--- src/evp_pkg.sv ---
// Constants shared by the exception vector and priority unit
package evp_pkg;

  // ---------------------------------------------------------------------
  // Sizes
  // ---------------------------------------------------------------------
  localparam int NUM_EXC  = 60;
  localparam int NUM_IRQ  = 44;
  localparam int IRQ_BASE = 16;
  localparam int LVL_W    = 4;
  localparam int NUM_W    = 6;

  // ---------------------------------------------------------------------
  // Register offsets (byte addresses; OFS_PRIO_HI is the value of address bits 7:5)
  // ---------------------------------------------------------------------
  localparam logic [7:0] OFS_VECBASE = 8'h00;
  localparam logic [7:0] OFS_EN_LO   = 8'h04;
  localparam logic [7:0] OFS_EN_HI   = 8'h08;
  localparam logic [7:0] OFS_PSET_LO = 8'h0c;
  localparam logic [7:0] OFS_PSET_HI = 8'h10;
  localparam logic [7:0] OFS_PCLR_LO = 8'h14;
  localparam logic [7:0] OFS_PCLR_HI = 8'h18;
  localparam logic [7:0] OFS_STATUS  = 8'h1c;
  localparam logic [2:0] OFS_PRIO_HI = 3'h1;
  localparam logic [7:0] OFS_ACT_LO  = 8'h40;
  localparam logic [7:0] OFS_ACT_HI  = 8'h44;

  // ---------------------------------------------------------------------
  // Status word field positions
  // ---------------------------------------------------------------------
  localparam int ST_ACT_NUM  = 0;
  localparam int ST_ACT_LVL  = 8;
  localparam int ST_PEND_NUM = 16;
  localparam int ST_PEND_LVL = 24;
  localparam int ST_PEND_OK  = 31;

  // ---------------------------------------------------------------------
  // Reset values and masks
  // ---------------------------------------------------------------------
  localparam logic [31:0]        BASE_RST  = 32'h0000_0000;
  localparam logic [31:0]        BASE_MASK = 32'h3fff_ff00;
  localparam logic [2:0]         PRIO_RST  = 3'h0;
  localparam logic [NUM_IRQ-1:0] EN_RST    = 44'h000_0000_0000;
  localparam logic [59:0]        IMPL_MASK = 60'h83f_f1ff_c1ff_d87c;
  localparam logic [59:0]        FIXED_MASK = 60'h000_0000_0000_000c;
  localparam logic [59:0]        CFG_MASK  = IMPL_MASK & ~FIXED_MASK;

  // ---------------------------------------------------------------------
  // Exception numbers and urgency ranks (smaller is more urgent)
  // ---------------------------------------------------------------------
  localparam logic [NUM_W-1:0] EXC_NMI   = 6'h02;
  localparam logic [NUM_W-1:0] EXC_HARD  = 6'h03;
  localparam logic [LVL_W-1:0] LVL_RESET = 4'h0;
  localparam logic [LVL_W-1:0] LVL_NMI   = 4'h1;
  localparam logic [LVL_W-1:0] LVL_HARD  = 4'h2;
  localparam logic [LVL_W-1:0] LVL_CFG0  = 4'h3;
  localparam logic [LVL_W-1:0] LVL_THREAD = 4'hf;

  // ---------------------------------------------------------------------
  // AXI responses
  // ---------------------------------------------------------------------
  localparam logic [1:0] RESP_OKAY   = 2'h0;
  localparam logic [1:0] RESP_SLVERR = 2'h2;
  localparam logic [1:0] RESP_DECERR = 2'h3;

endpackage

--- src/evp_arb_if.sv ---
// Request set and winner between the unit and its arbiter
`timescale 1ns/100ps
`default_nettype none
interface evp_arb_if #(
  parameter int N  = 60,
  parameter int LW = 4,
  parameter int NW = 6
);
  logic [N-1:0]         req;
  logic [N-1:0][LW-1:0] lvl;
  logic                 found;
  logic [NW-1:0]        win_num;
  logic [LW-1:0]        win_lvl;

  modport client  (output req, output lvl, input found, input win_num, input win_lvl);
  modport arbiter (input req, input lvl, output found, output win_num, output win_lvl);
endinterface
`default_nettype wire

--- src/evp_top.sv ---
// Exception vectoring and priority unit with AXI4-Lite register slave
//
// How it works
// Table entry zero is stack pointer, then handlers
// Interrupt k is exception 16+k, offset 0x40+4k
// Software sets bit zero of handler addresses
// Table base is zero after reset
// Privileged write relocates table base within range
// Write drops low eight bits, so table base is 256-byte aligned
// Smaller value more urgent; three fixed levels
// Configurable priorities reset to zero
// Configurable priorities are 0-7, below fixed ones
// Equal level: smallest exception number first
// Strictly more urgent pending request preempts handler
// Equal level never preempts; stays pending
// NMI always enabled, level -2, reset-only preemption
// Hard fault level -1, reset level -3
// Sampled request sets pending until taken or cleared
`timescale 1ns/100ps
`default_nettype none
module evp_top (
  input  wire logic        i_clk,
  input  wire logic        i_srst,
  // Interrupt sources
  input  wire logic [43:0] i_irq,
  input  wire logic        i_nmi,
  input  wire logic [15:0] i_sys_exc,
  // Core exception entry and return
  output logic             o_exc_req,
  output logic [5:0]       o_exc_num,
  output logic [31:0]      o_vec_addr,
  input  wire logic        i_exc_ack,
  input  wire logic        i_exc_ret,
  input  wire logic [5:0]  i_ret_num,
  output logic [31:0]      o_sp_fetch_addr,
  output logic [31:0]      o_reset_fetch_addr,
  // AXI4-Lite slave
  input  wire logic [7:0]  i_s_axi_awaddr,
  input  wire logic [2:0]  i_s_axi_awprot,
  input  wire logic        i_s_axi_awvalid,
  output logic             o_s_axi_awready,
  input  wire logic [31:0] i_s_axi_wdata,
  input  wire logic [3:0]  i_s_axi_wstrb,
  input  wire logic        i_s_axi_wvalid,
  output logic             o_s_axi_wready,
  output logic [1:0]       o_s_axi_bresp,
  output logic             o_s_axi_bvalid,
  input  wire logic        i_s_axi_bready,
  input  wire logic [7:0]  i_s_axi_araddr,
  input  wire logic [2:0]  i_s_axi_arprot,
  input  wire logic        i_s_axi_arvalid,
  output logic             o_s_axi_arready,
  output logic [31:0]      o_s_axi_rdata,
  output logic [1:0]       o_s_axi_rresp,
  output logic             o_s_axi_rvalid,
  input  wire logic        i_s_axi_rready
);

  // -----------------------------------------------------------------------
  // State
  // -----------------------------------------------------------------------
  typedef struct packed {
    logic [43:0]      irq_s1;
    logic [43:0]      irq_s2;
    logic             nmi_s1;
    logic             nmi_s2;
    logic [59:0]      pend;
    logic [59:0]      act;
    logic [43:0]      en;
    logic [59:0][2:0] prio;
    logic [31:0]      base;
    logic             req;
    logic [5:0]       num;
    logic [31:0]      vaddr;
    logic             aw_full;
    logic [7:0]       aw_addr;
    logic             aw_priv;
    logic             w_full;
    logic [31:0]      w_data;
    logic [3:0]       w_strb;
    logic             bvalid;
    logic [1:0]       bresp;
    logic             rvalid;
    logic [31:0]      rdata;
    logic [1:0]       rresp;
  } evp_state_t;

  evp_state_t s_reg;
  evp_state_t s_next;

  evp_arb_if #(.N(60), .LW(4), .NW(6)) arb_p ();
  evp_arb_if #(.N(60), .LW(4), .NW(6)) arb_a ();

  logic [3:0]  act_lvl;
  logic        win_ok;
  logic        ack;
  logic        wr_go;
  logic [31:0] wmask;
  logic [31:0] wmerge;
  logic [31:0] rd_word;
  logic [59:0] sw_set;
  logic [59:0] sw_clr;
  logic [59:0] hw_set;
  logic [59:0] take_clr;
  logic [31:0] prio_img;
  logic [5:0]  fld_num;
  logic [5:0]  wfld_num;

  // -----------------------------------------------------------------------
  // Urgency ranks and arbitration
  // -----------------------------------------------------------------------
  for (genvar g = 0; g < evp_pkg::NUM_EXC; g++) begin : g_lvl
    if (6'(g) == evp_pkg::EXC_NMI) begin : g_nmi
      assign arb_p.lvl[g] = evp_pkg::LVL_NMI;
    end else if (6'(g) == evp_pkg::EXC_HARD) begin : g_hard
      assign arb_p.lvl[g] = evp_pkg::LVL_HARD;
    end else begin : g_cfg
      // Configurable 0-7 sits behind every fixed rank
      assign arb_p.lvl[g] = evp_pkg::LVL_CFG0 + {1'b0, s_reg.prio[g]};
    end
    assign arb_a.lvl[g] = arb_p.lvl[g];
  end

  // System exceptions and NMI are never gated by an enable
  assign arb_p.req = s_reg.pend & {s_reg.en, 16'hffff} & evp_pkg::IMPL_MASK;
  assign arb_a.req = s_reg.act;

  evp_arbiter #(.N(60), .LW(4), .NW(6)) u_arb_pend (.arb(arb_p));
  evp_arbiter #(.N(60), .LW(4), .NW(6)) u_arb_act (.arb(arb_a));

  assign act_lvl = arb_a.found ? arb_a.win_lvl : evp_pkg::LVL_THREAD;
  // Strict compare: an equal rank waits pending
  assign win_ok  = arb_p.found && (arb_p.win_lvl < act_lvl);
  assign ack     = s_reg.req && i_exc_ack;

  // -----------------------------------------------------------------------
  // Register read image
  // -----------------------------------------------------------------------
  always_comb begin
    prio_img = '0;
    fld_num  = '0;
    for (int f = 0; f < 8; f++) begin
      fld_num = {i_s_axi_araddr[4:2], 3'(f)};
      if (fld_num < 6'(evp_pkg::NUM_EXC)) begin
        prio_img[4*f +: 3] = s_reg.prio[fld_num];
      end
    end
    rd_word = '0;
    if (i_s_axi_araddr[7:5] == evp_pkg::OFS_PRIO_HI) begin
      rd_word = prio_img;
    end else begin
      unique case (i_s_axi_araddr)
        evp_pkg::OFS_VECBASE: rd_word = s_reg.base;
        evp_pkg::OFS_EN_LO:   rd_word = s_reg.en[31:0];
        evp_pkg::OFS_EN_HI:   rd_word = {20'h0, s_reg.en[43:32]};
        evp_pkg::OFS_PSET_LO,
        evp_pkg::OFS_PCLR_LO: rd_word = s_reg.pend[31:0];
        evp_pkg::OFS_PSET_HI,
        evp_pkg::OFS_PCLR_HI: rd_word = {4'h0, s_reg.pend[59:32]};
        evp_pkg::OFS_ACT_LO:  rd_word = s_reg.act[31:0];
        evp_pkg::OFS_ACT_HI:  rd_word = {4'h0, s_reg.act[59:32]};
        evp_pkg::OFS_STATUS: begin
          rd_word[evp_pkg::ST_ACT_NUM +: 6]  = arb_a.win_num;
          rd_word[evp_pkg::ST_ACT_LVL +: 4]  = act_lvl;
          rd_word[evp_pkg::ST_PEND_NUM +: 6] = arb_p.win_num;
          rd_word[evp_pkg::ST_PEND_LVL +: 4] = arb_p.win_lvl;
          rd_word[evp_pkg::ST_PEND_OK]       = arb_p.found;
        end
        default: rd_word = '0;
      endcase
    end
  end

  // -----------------------------------------------------------------------
  // Next state
  // -----------------------------------------------------------------------
  always_comb begin
    s_next   = s_reg;
    wr_go    = s_reg.aw_full && s_reg.w_full && !s_reg.bvalid;
    wmask    = {{8{s_reg.w_strb[3]}}, {8{s_reg.w_strb[2]}},
                {8{s_reg.w_strb[1]}}, {8{s_reg.w_strb[0]}}};
    wmerge   = '0;
    sw_set   = '0;
    sw_clr   = '0;
    take_clr = '0;
    wfld_num = '0;

    // Two-stage synchronisers for pins
    s_next.irq_s1 = i_irq;
    s_next.irq_s2 = s_reg.irq_s1;
    s_next.nmi_s1 = i_nmi;
    s_next.nmi_s2 = s_reg.nmi_s1;

    // AXI write channels accepted in either order
    if (i_s_axi_awvalid && o_s_axi_awready) begin
      s_next.aw_full = 1'b1;
      s_next.aw_addr = i_s_axi_awaddr;
      s_next.aw_priv = i_s_axi_awprot[0];
    end
    if (i_s_axi_wvalid && o_s_axi_wready) begin
      s_next.w_full = 1'b1;
      s_next.w_data = i_s_axi_wdata;
      s_next.w_strb = i_s_axi_wstrb;
    end
    if (s_reg.bvalid && i_s_axi_bready) begin
      s_next.bvalid = 1'b0;
    end

    if (wr_go) begin
      s_next.aw_full = 1'b0;
      s_next.w_full  = 1'b0;
      s_next.bvalid  = 1'b1;
      s_next.bresp   = evp_pkg::RESP_OKAY;
      if (s_reg.aw_addr[7:5] == evp_pkg::OFS_PRIO_HI) begin
        for (int f = 0; f < 8; f++) begin
          wfld_num = {s_reg.aw_addr[4:2], 3'(f)};
          if (wfld_num < 6'(evp_pkg::NUM_EXC) && evp_pkg::CFG_MASK[wfld_num]) begin
            // Only three bits are stored, so 0-7 is all a level can be
            if (wmask[4*f]) begin
              s_next.prio[wfld_num] = s_reg.w_data[4*f +: 3];
            end
          end
        end
      end else begin
        unique case (s_reg.aw_addr)
          evp_pkg::OFS_VECBASE: begin
            if (s_reg.aw_priv) begin
              wmerge      = (s_reg.base & ~wmask) | (s_reg.w_data & wmask);
              s_next.base = wmerge & evp_pkg::BASE_MASK;
            end else begin
              s_next.bresp = evp_pkg::RESP_SLVERR;
            end
          end
          evp_pkg::OFS_EN_LO: begin
            wmerge         = (s_reg.en[31:0] & ~wmask) | (s_reg.w_data & wmask);
            s_next.en[31:0] = wmerge & evp_pkg::IMPL_MASK[47:16];
          end
          evp_pkg::OFS_EN_HI: begin
            wmerge = ({20'h0, s_reg.en[43:32]} & ~wmask) | (s_reg.w_data & wmask);
            s_next.en[43:32] = wmerge[11:0] & evp_pkg::IMPL_MASK[59:48];
          end
          evp_pkg::OFS_PSET_LO: sw_set[31:0]  = s_reg.w_data & wmask;
          evp_pkg::OFS_PSET_HI: sw_set[59:32] = s_reg.w_data[27:0] & wmask[27:0];
          evp_pkg::OFS_PCLR_LO: sw_clr[31:0]  = s_reg.w_data & wmask;
          evp_pkg::OFS_PCLR_HI: sw_clr[59:32] = s_reg.w_data[27:0] & wmask[27:0];
          evp_pkg::OFS_STATUS,
          evp_pkg::OFS_ACT_LO,
          evp_pkg::OFS_ACT_HI: s_next.bresp = evp_pkg::RESP_OKAY;
          default: s_next.bresp = evp_pkg::RESP_DECERR;
        endcase
      end
    end

    // AXI read
    if (s_reg.rvalid && i_s_axi_rready) begin
      s_next.rvalid = 1'b0;
    end
    if (i_s_axi_arvalid && o_s_axi_arready) begin
      s_next.rvalid = 1'b1;
      s_next.rdata  = rd_word;
      s_next.rresp  = ((i_s_axi_araddr[7:5] == evp_pkg::OFS_PRIO_HI) ||
                       (i_s_axi_araddr <= evp_pkg::OFS_ACT_HI && i_s_axi_araddr[1:0] == 2'h0))
                      ? evp_pkg::RESP_OKAY : evp_pkg::RESP_DECERR;
    end

    // Pending: a set in the same cycle as a clear wins
    hw_set = {s_reg.irq_s2, 16'h0} | {44'h0, i_sys_exc};
    hw_set[evp_pkg::EXC_NMI] = hw_set[evp_pkg::EXC_NMI] | s_reg.nmi_s2;
    if (ack) begin
      take_clr[s_reg.num] = 1'b1;
      s_next.act[s_reg.num] = 1'b1;
    end
    if (i_exc_ret) begin
      s_next.act[i_ret_num] = 1'b0;
    end
    s_next.pend = ((s_reg.pend & ~(sw_clr | take_clr)) | hw_set | sw_set)
                  & evp_pkg::IMPL_MASK;

    // Offer to the core; drop for one cycle after a take so it is not repeated
    s_next.req   = win_ok && !ack;
    s_next.num   = arb_p.win_num;
    // Base is 256-byte aligned and 4*59 fits below that
    s_next.vaddr = {s_reg.base[31:8], arb_p.win_num, 2'b00};

    if (i_srst) begin
      s_next        = '0;
      s_next.base   = evp_pkg::BASE_RST;
      s_next.en     = evp_pkg::EN_RST;
      s_next.prio   = {evp_pkg::NUM_EXC{evp_pkg::PRIO_RST}};
    end
  end

  always_ff @(posedge i_clk) begin
    s_reg <= s_next;
  end

  // -----------------------------------------------------------------------
  // Outputs
  // -----------------------------------------------------------------------
  assign o_exc_req          = s_reg.req;
  assign o_exc_num          = s_reg.num;
  assign o_vec_addr         = s_reg.vaddr;
  assign o_sp_fetch_addr    = s_reg.base;
  assign o_reset_fetch_addr = {s_reg.base[31:3], 3'h4};
  assign o_s_axi_awready    = !s_reg.aw_full && !s_reg.bvalid;
  assign o_s_axi_wready     = !s_reg.w_full && !s_reg.bvalid;
  assign o_s_axi_bvalid     = s_reg.bvalid;
  assign o_s_axi_bresp      = s_reg.bresp;
  assign o_s_axi_arready    = !s_reg.rvalid;
  assign o_s_axi_rvalid     = s_reg.rvalid;
  assign o_s_axi_rdata      = s_reg.rdata;
  assign o_s_axi_rresp      = s_reg.rresp;

endmodule
`default_nettype wire

--- src/evp_arbiter.sv ---
// Most urgent request finder, lowest number wins a tie
`timescale 1ns/100ps
`default_nettype none
module evp_arbiter #(
  parameter int N  = 60,
  parameter int LW = 4,
  parameter int NW = 6
) (
  evp_arb_if.arbiter arb
);

  // -----------------------------------------------------------------------
  // Search
  // -----------------------------------------------------------------------
  // Scanning upward with a strict compare keeps the lowest number on a tie
  always_comb begin
    arb.found   = 1'b0;
    arb.win_num = '0;
    arb.win_lvl = '1;
    for (int i = 0; i < N; i++) begin
      if (arb.req[i] && (!arb.found || arb.lvl[i] < arb.win_lvl)) begin
        arb.found   = 1'b1;
        arb.win_num = NW'(i);
        arb.win_lvl = arb.lvl[i];
      end
    end
  end

endmodule
`default_nettype wire

--- config.mk ---
export PLATFORM = sky130hd
export DESIGN_NAME = evp_top
export DESIGN_NICKNAME = d
export VERILOG_FILES = /design/src/evp_pkg.sv /design/src/evp_arb_if.sv /design/src/evp_top.sv /design/src/evp_arbiter.sv
export SDC_FILE = /design/constraint.sdc
export NUM_CORES = 2
export LEC_CHECK = 0
export ABC_AREA = 1
export BUFFER_PORTS_ARGS = -buffer_cell sky130_fd_sc_hd__buf_2
export CAP_MARGIN = 0
export CORE_MARGIN = 5
export CORE_UTILIZATION = 50
export DETAILED_ROUTE_END_ITERATION = 6
export HOLD_SLACK_MARGIN = 0.08
export PLACE_DENSITY = 0.77
export SYNTH_ARGS = -nofsm -noshare
export SYNTH_HDL_FRONTEND = slang
export SYNTH_SLANG_ARGS = --single-unit
--- constraint.sdc ---
create_clock -name i_clk -period 63.3 [get_ports i_clk]
set_input_delay 12.66 -clock i_clk [delete_from_list [all_inputs] [get_ports i_clk]]
set_output_delay 12.66 -clock i_clk [all_outputs]
set_load 0.1 [all_outputs]
==> impl_metrics.py <==
metrics = {
    "outcome": {
        "status": "finished, violations left",
        "violations": "design-rule violations",
    },
    "clock_tree": {
        "ctsHoldBuffers": 0,
        "cts-root-buf": "clkbuf_16",
        "cts_tree": "yes",
        "cts_buffer_depth": 3,
        "numCtsBuffers": 58,
        "cts_sinks": 517,
        "path_clk_slew_ns": 0.07,
        "clk_latency_ns": 0.67,
        "h-tree-depth": 2,
    },
    "yosys": {
        "ys_top_cells_by_area": "dfxtp_1 (26%), nand2_1 (12%), ha_1 (9.5%)",
        "avgSynthCellArea_um2": 6.48,
        "synthTopCellsByCount": "nand2_1 (1274), inv_1 (868), o21ai_0 (691), a21oi_1 (535), dfxtp_1 (517)",
        "synth_cell_types": 71,
        "synthFlopType": "dfxtp_1",
        "synth_top_area_share_pct": 26.4,
        "syn-cell-area_um2": 39100,
        "netlist_instances": 6042,
        "synth_edf_count": 0,
        "async_flop_share_pct": 0,
        "yosys.area.top_type": "dfxtp_1",
        "yosysMostFrequentCell": "nand2_1",
        "yosysSeqAreaShare_pct": 26.4,
        "yosysWarnings": 0,
        "synth_seq_cells": 517,
    },
    "global_routing": {
        "grt-ovfl-total": 0,
        "grt_util_all_layers_pct": 39.4,
        "antenna_found_initial": 14,
        "first_global_vias": 38090,
        "grt_max_degree": 95,
        "grt_pass1_wl_mm": 246,
    },
    "route": {
        "ant_nets": 0,
        "vias": 43028,
        "drtIter0Drc": 5796,
        "routed_wl_mm": 174,
        "avgRoutedWirePerCell_um": 23.7,
        "drc": 29,
        "first_pass_iters": 6,
        "viasPerCell": 5.87,
    },
    "setup_path": {
        "worstPathMaxFanout": 10,
        "rr_startpoint": "s_reg[156]",
        "critical-path-max-stage-delay_ns": 0.34,
        "rr_worst_depth": 626,
        "r2r_slack_ns": 5.10,
        "worstSetupPathType": "reg2reg",
        "cpMostUsedCell": "nand2_1",
        "end_kind": "register",
        "crit_path_start_kind": "register",
        "cp.arrival_ns": 58.73,
        "worst_ep_required_time_ns": 63.82,
        "reg2reg_to": "o_s_axi_rdata[2]",
        "slowest_stage": "dfxtp_2",
    },
    "die": {
        "die_w_um": 290,
        "fp.dieArea_um2": 84000,
        "fp.coreArea_um2": 77600,
        "die_y_um": 290,
        "start_util_pct": 50.4,
        "io_pins": 278,
        "num_rows": 102,
    },
    "timing": {
        "post-route-period-util_pct": 91.9,
        "hold_ws_ns": 0.394,
        "setup_viol": 0,
        "worst_pin_slew_ns": 1.37,
        "finalSetupTns_ns": 0,
        "max_slew_margin_pct": 8.55,
        "final_max_slew_viol_count": 0,
        "min_period_ns": 58.20,
        "hold_viol": 0,
        "fmaxAchievable_mhz": 17.2,
        "fin_worst_skew_ns": 0.0540,
    },
    "min_path": {
        "hold_depth": 2,
        "min_to": "s_reg[537]",
        "hp-start": "s_reg[581]",
        "hold_path.class": "reg2reg",
    },
    "layout": {
        "area_growth_pct": 13.3,
        "nets": 6657,
        "n_fill_cell": 7713,
        "final_layout_size_suffix_gt1_share_pct": 15.0,
    },
    "power_and_ir_drop": {
        "leakagePower_uw": 0.0212,
        "finalPower_uw": 1060,
        "pwr_density_cell_nw_per_um2": 23.9,
        "peakVddDrop_v": 0.0000233,
    },
    "place": {
        "hpwl_mm": 136,
        "io_buffers": 228,
        "gp_congestion": 1.09,
    },
    "run": {
        "maxCapViolations": 0,
    },
}
-- worst max-delay path: cells and delay by family, from the launching register on --
kind / cells / cell delay (ns)
AO/OA/AOI/OAI: 58 / 5.48
adder cells (fa/ha/maj): 58 / 17.03
buffers and inverters: 120 / 6.15
flip-flops: 1 / 0.34
AND/OR/NAND/NOR: 390 / 28.78
-- layout by cell type, fill, tap and decap left out, types with 8 or more instances in the layout --
master,n
dfxtp_1,513
inv_2,16
bufinv_16,10
o221a_2,20
o21ai_2,58
clkbuf_16,58
a221oi_1,35
o211ai_1,65
nor2_1,465
clkinv_1,56
xor2_1,41
o21ai_0,596
a31oi_1,14
buf_2,227
nand2_1,1217
o221ai_1,15
o22ai_1,51
nor3_1,56
inv_1,862
ha_1,285
o21ai_4,18
a21oi_2,8
o21ai_1,30
nand2_8,21
clkinv_2,12
xnor2_1,15
ha_4,12
nand2_2,141
nand2_4,90
o2111ai_1,15
nand3_1,361
conb_1,24
diode_2,15
a21oi_1,531
nand4_1,18
buf_4,200
-- kinds of logic after synthesis --
logic type | count (synthesis) | synth area share (%)
AO/OA/AOI/OAI | 1505 | 21.3
XOR/XNOR | 57 | 1.28
adder cells (fa/ha/maj) | 297 | 9.50
buffers and inverters | 1265 | 14.4
flip-flops | 517 | 26.4
multiplexers | 1 | 0.0256
other | 2 | 0.0192
AND/OR/NAND/NOR | 2398 | 27.0
-- repair_timing --
action                                  4_1_cts  5_1_grt
pin swaps                                     0      103
cloned                                        0        1
buffers inserted                              0       41
endpoints found under the setup margin       10       11
resized for setup                             4      322
-- layout make-up --
cell class / count / area (um^2) / share of cell area (%)
sequential: 517 / 10400 / 23.4
clock inverter: 38 / 559 / 1.26
multi-input combinational: 4283 / 24300 / 54.9
inverter: 938 / 3540 / 8.00
timing repair buffer: 428 / 2650 / 5.98
tap: 1040 / 1300 / 2.94
clock buffer: 71 / 1560 / 3.52
antenna: 15 / 37.5 / 0.0847
-- per-layer routing --
| metal | global-route usage (%) | vias to the layer above | wire [um] |
|---|---|---|---|
| met3 | 12.1 | 584 | 23000 |
| met1 | 51.7 | 19629 | 67400 |
| li1 | - | 20105 | - |
| met2 | 56.0 | 2706 | 69200 |
| met5 | 0 | - | 23 |
| met4 | 25.4 | 4 | 14100 |
-- stage by stage --
step | std cells | area (um^2) | setup slack (ns) | util (%)
floorplan | 6064 | 39200 | 8.22 | -
global placement | 7164 | 40800 | 1.04 | 52.6
detailed placement | 7164 | 40800 | 0.0533 | 52.6
CTS | 7273 | 42900 | 0.0125 | 55.3
global route | 7318 | 44300 | -0.469 | 57.1
finish | 7330 | 44300 | 5.10 | 57.1
-- where the power goes --
| group | switching (uW) | internal, uW | total (uW) |
|---|---|---|---|
| logic | 217 | 112 | 329 |
| registers | 16.8 | 334 | 351 |
| clock network | 159 | 219 | 378 |
-- how the worst max path moves through the flow --
stage                            end  slack [ns]  cells past startpoint  startpoint
finish              o_s_axi_rdata[2]        5.10                    626  s_reg[156]
global route               o_exc_req       -0.47                    633  s_reg[159]
CTS                        o_exc_req        0.01                    583  s_reg[159]
detailed placement         o_exc_req        0.05                    582  s_reg[159]
global placement           o_exc_req        1.04                    576  s_reg[159]
floorplan                  o_exc_req        8.22                    577  s_reg[159]
Note: power is estimated with default switching activity, not from simulation.
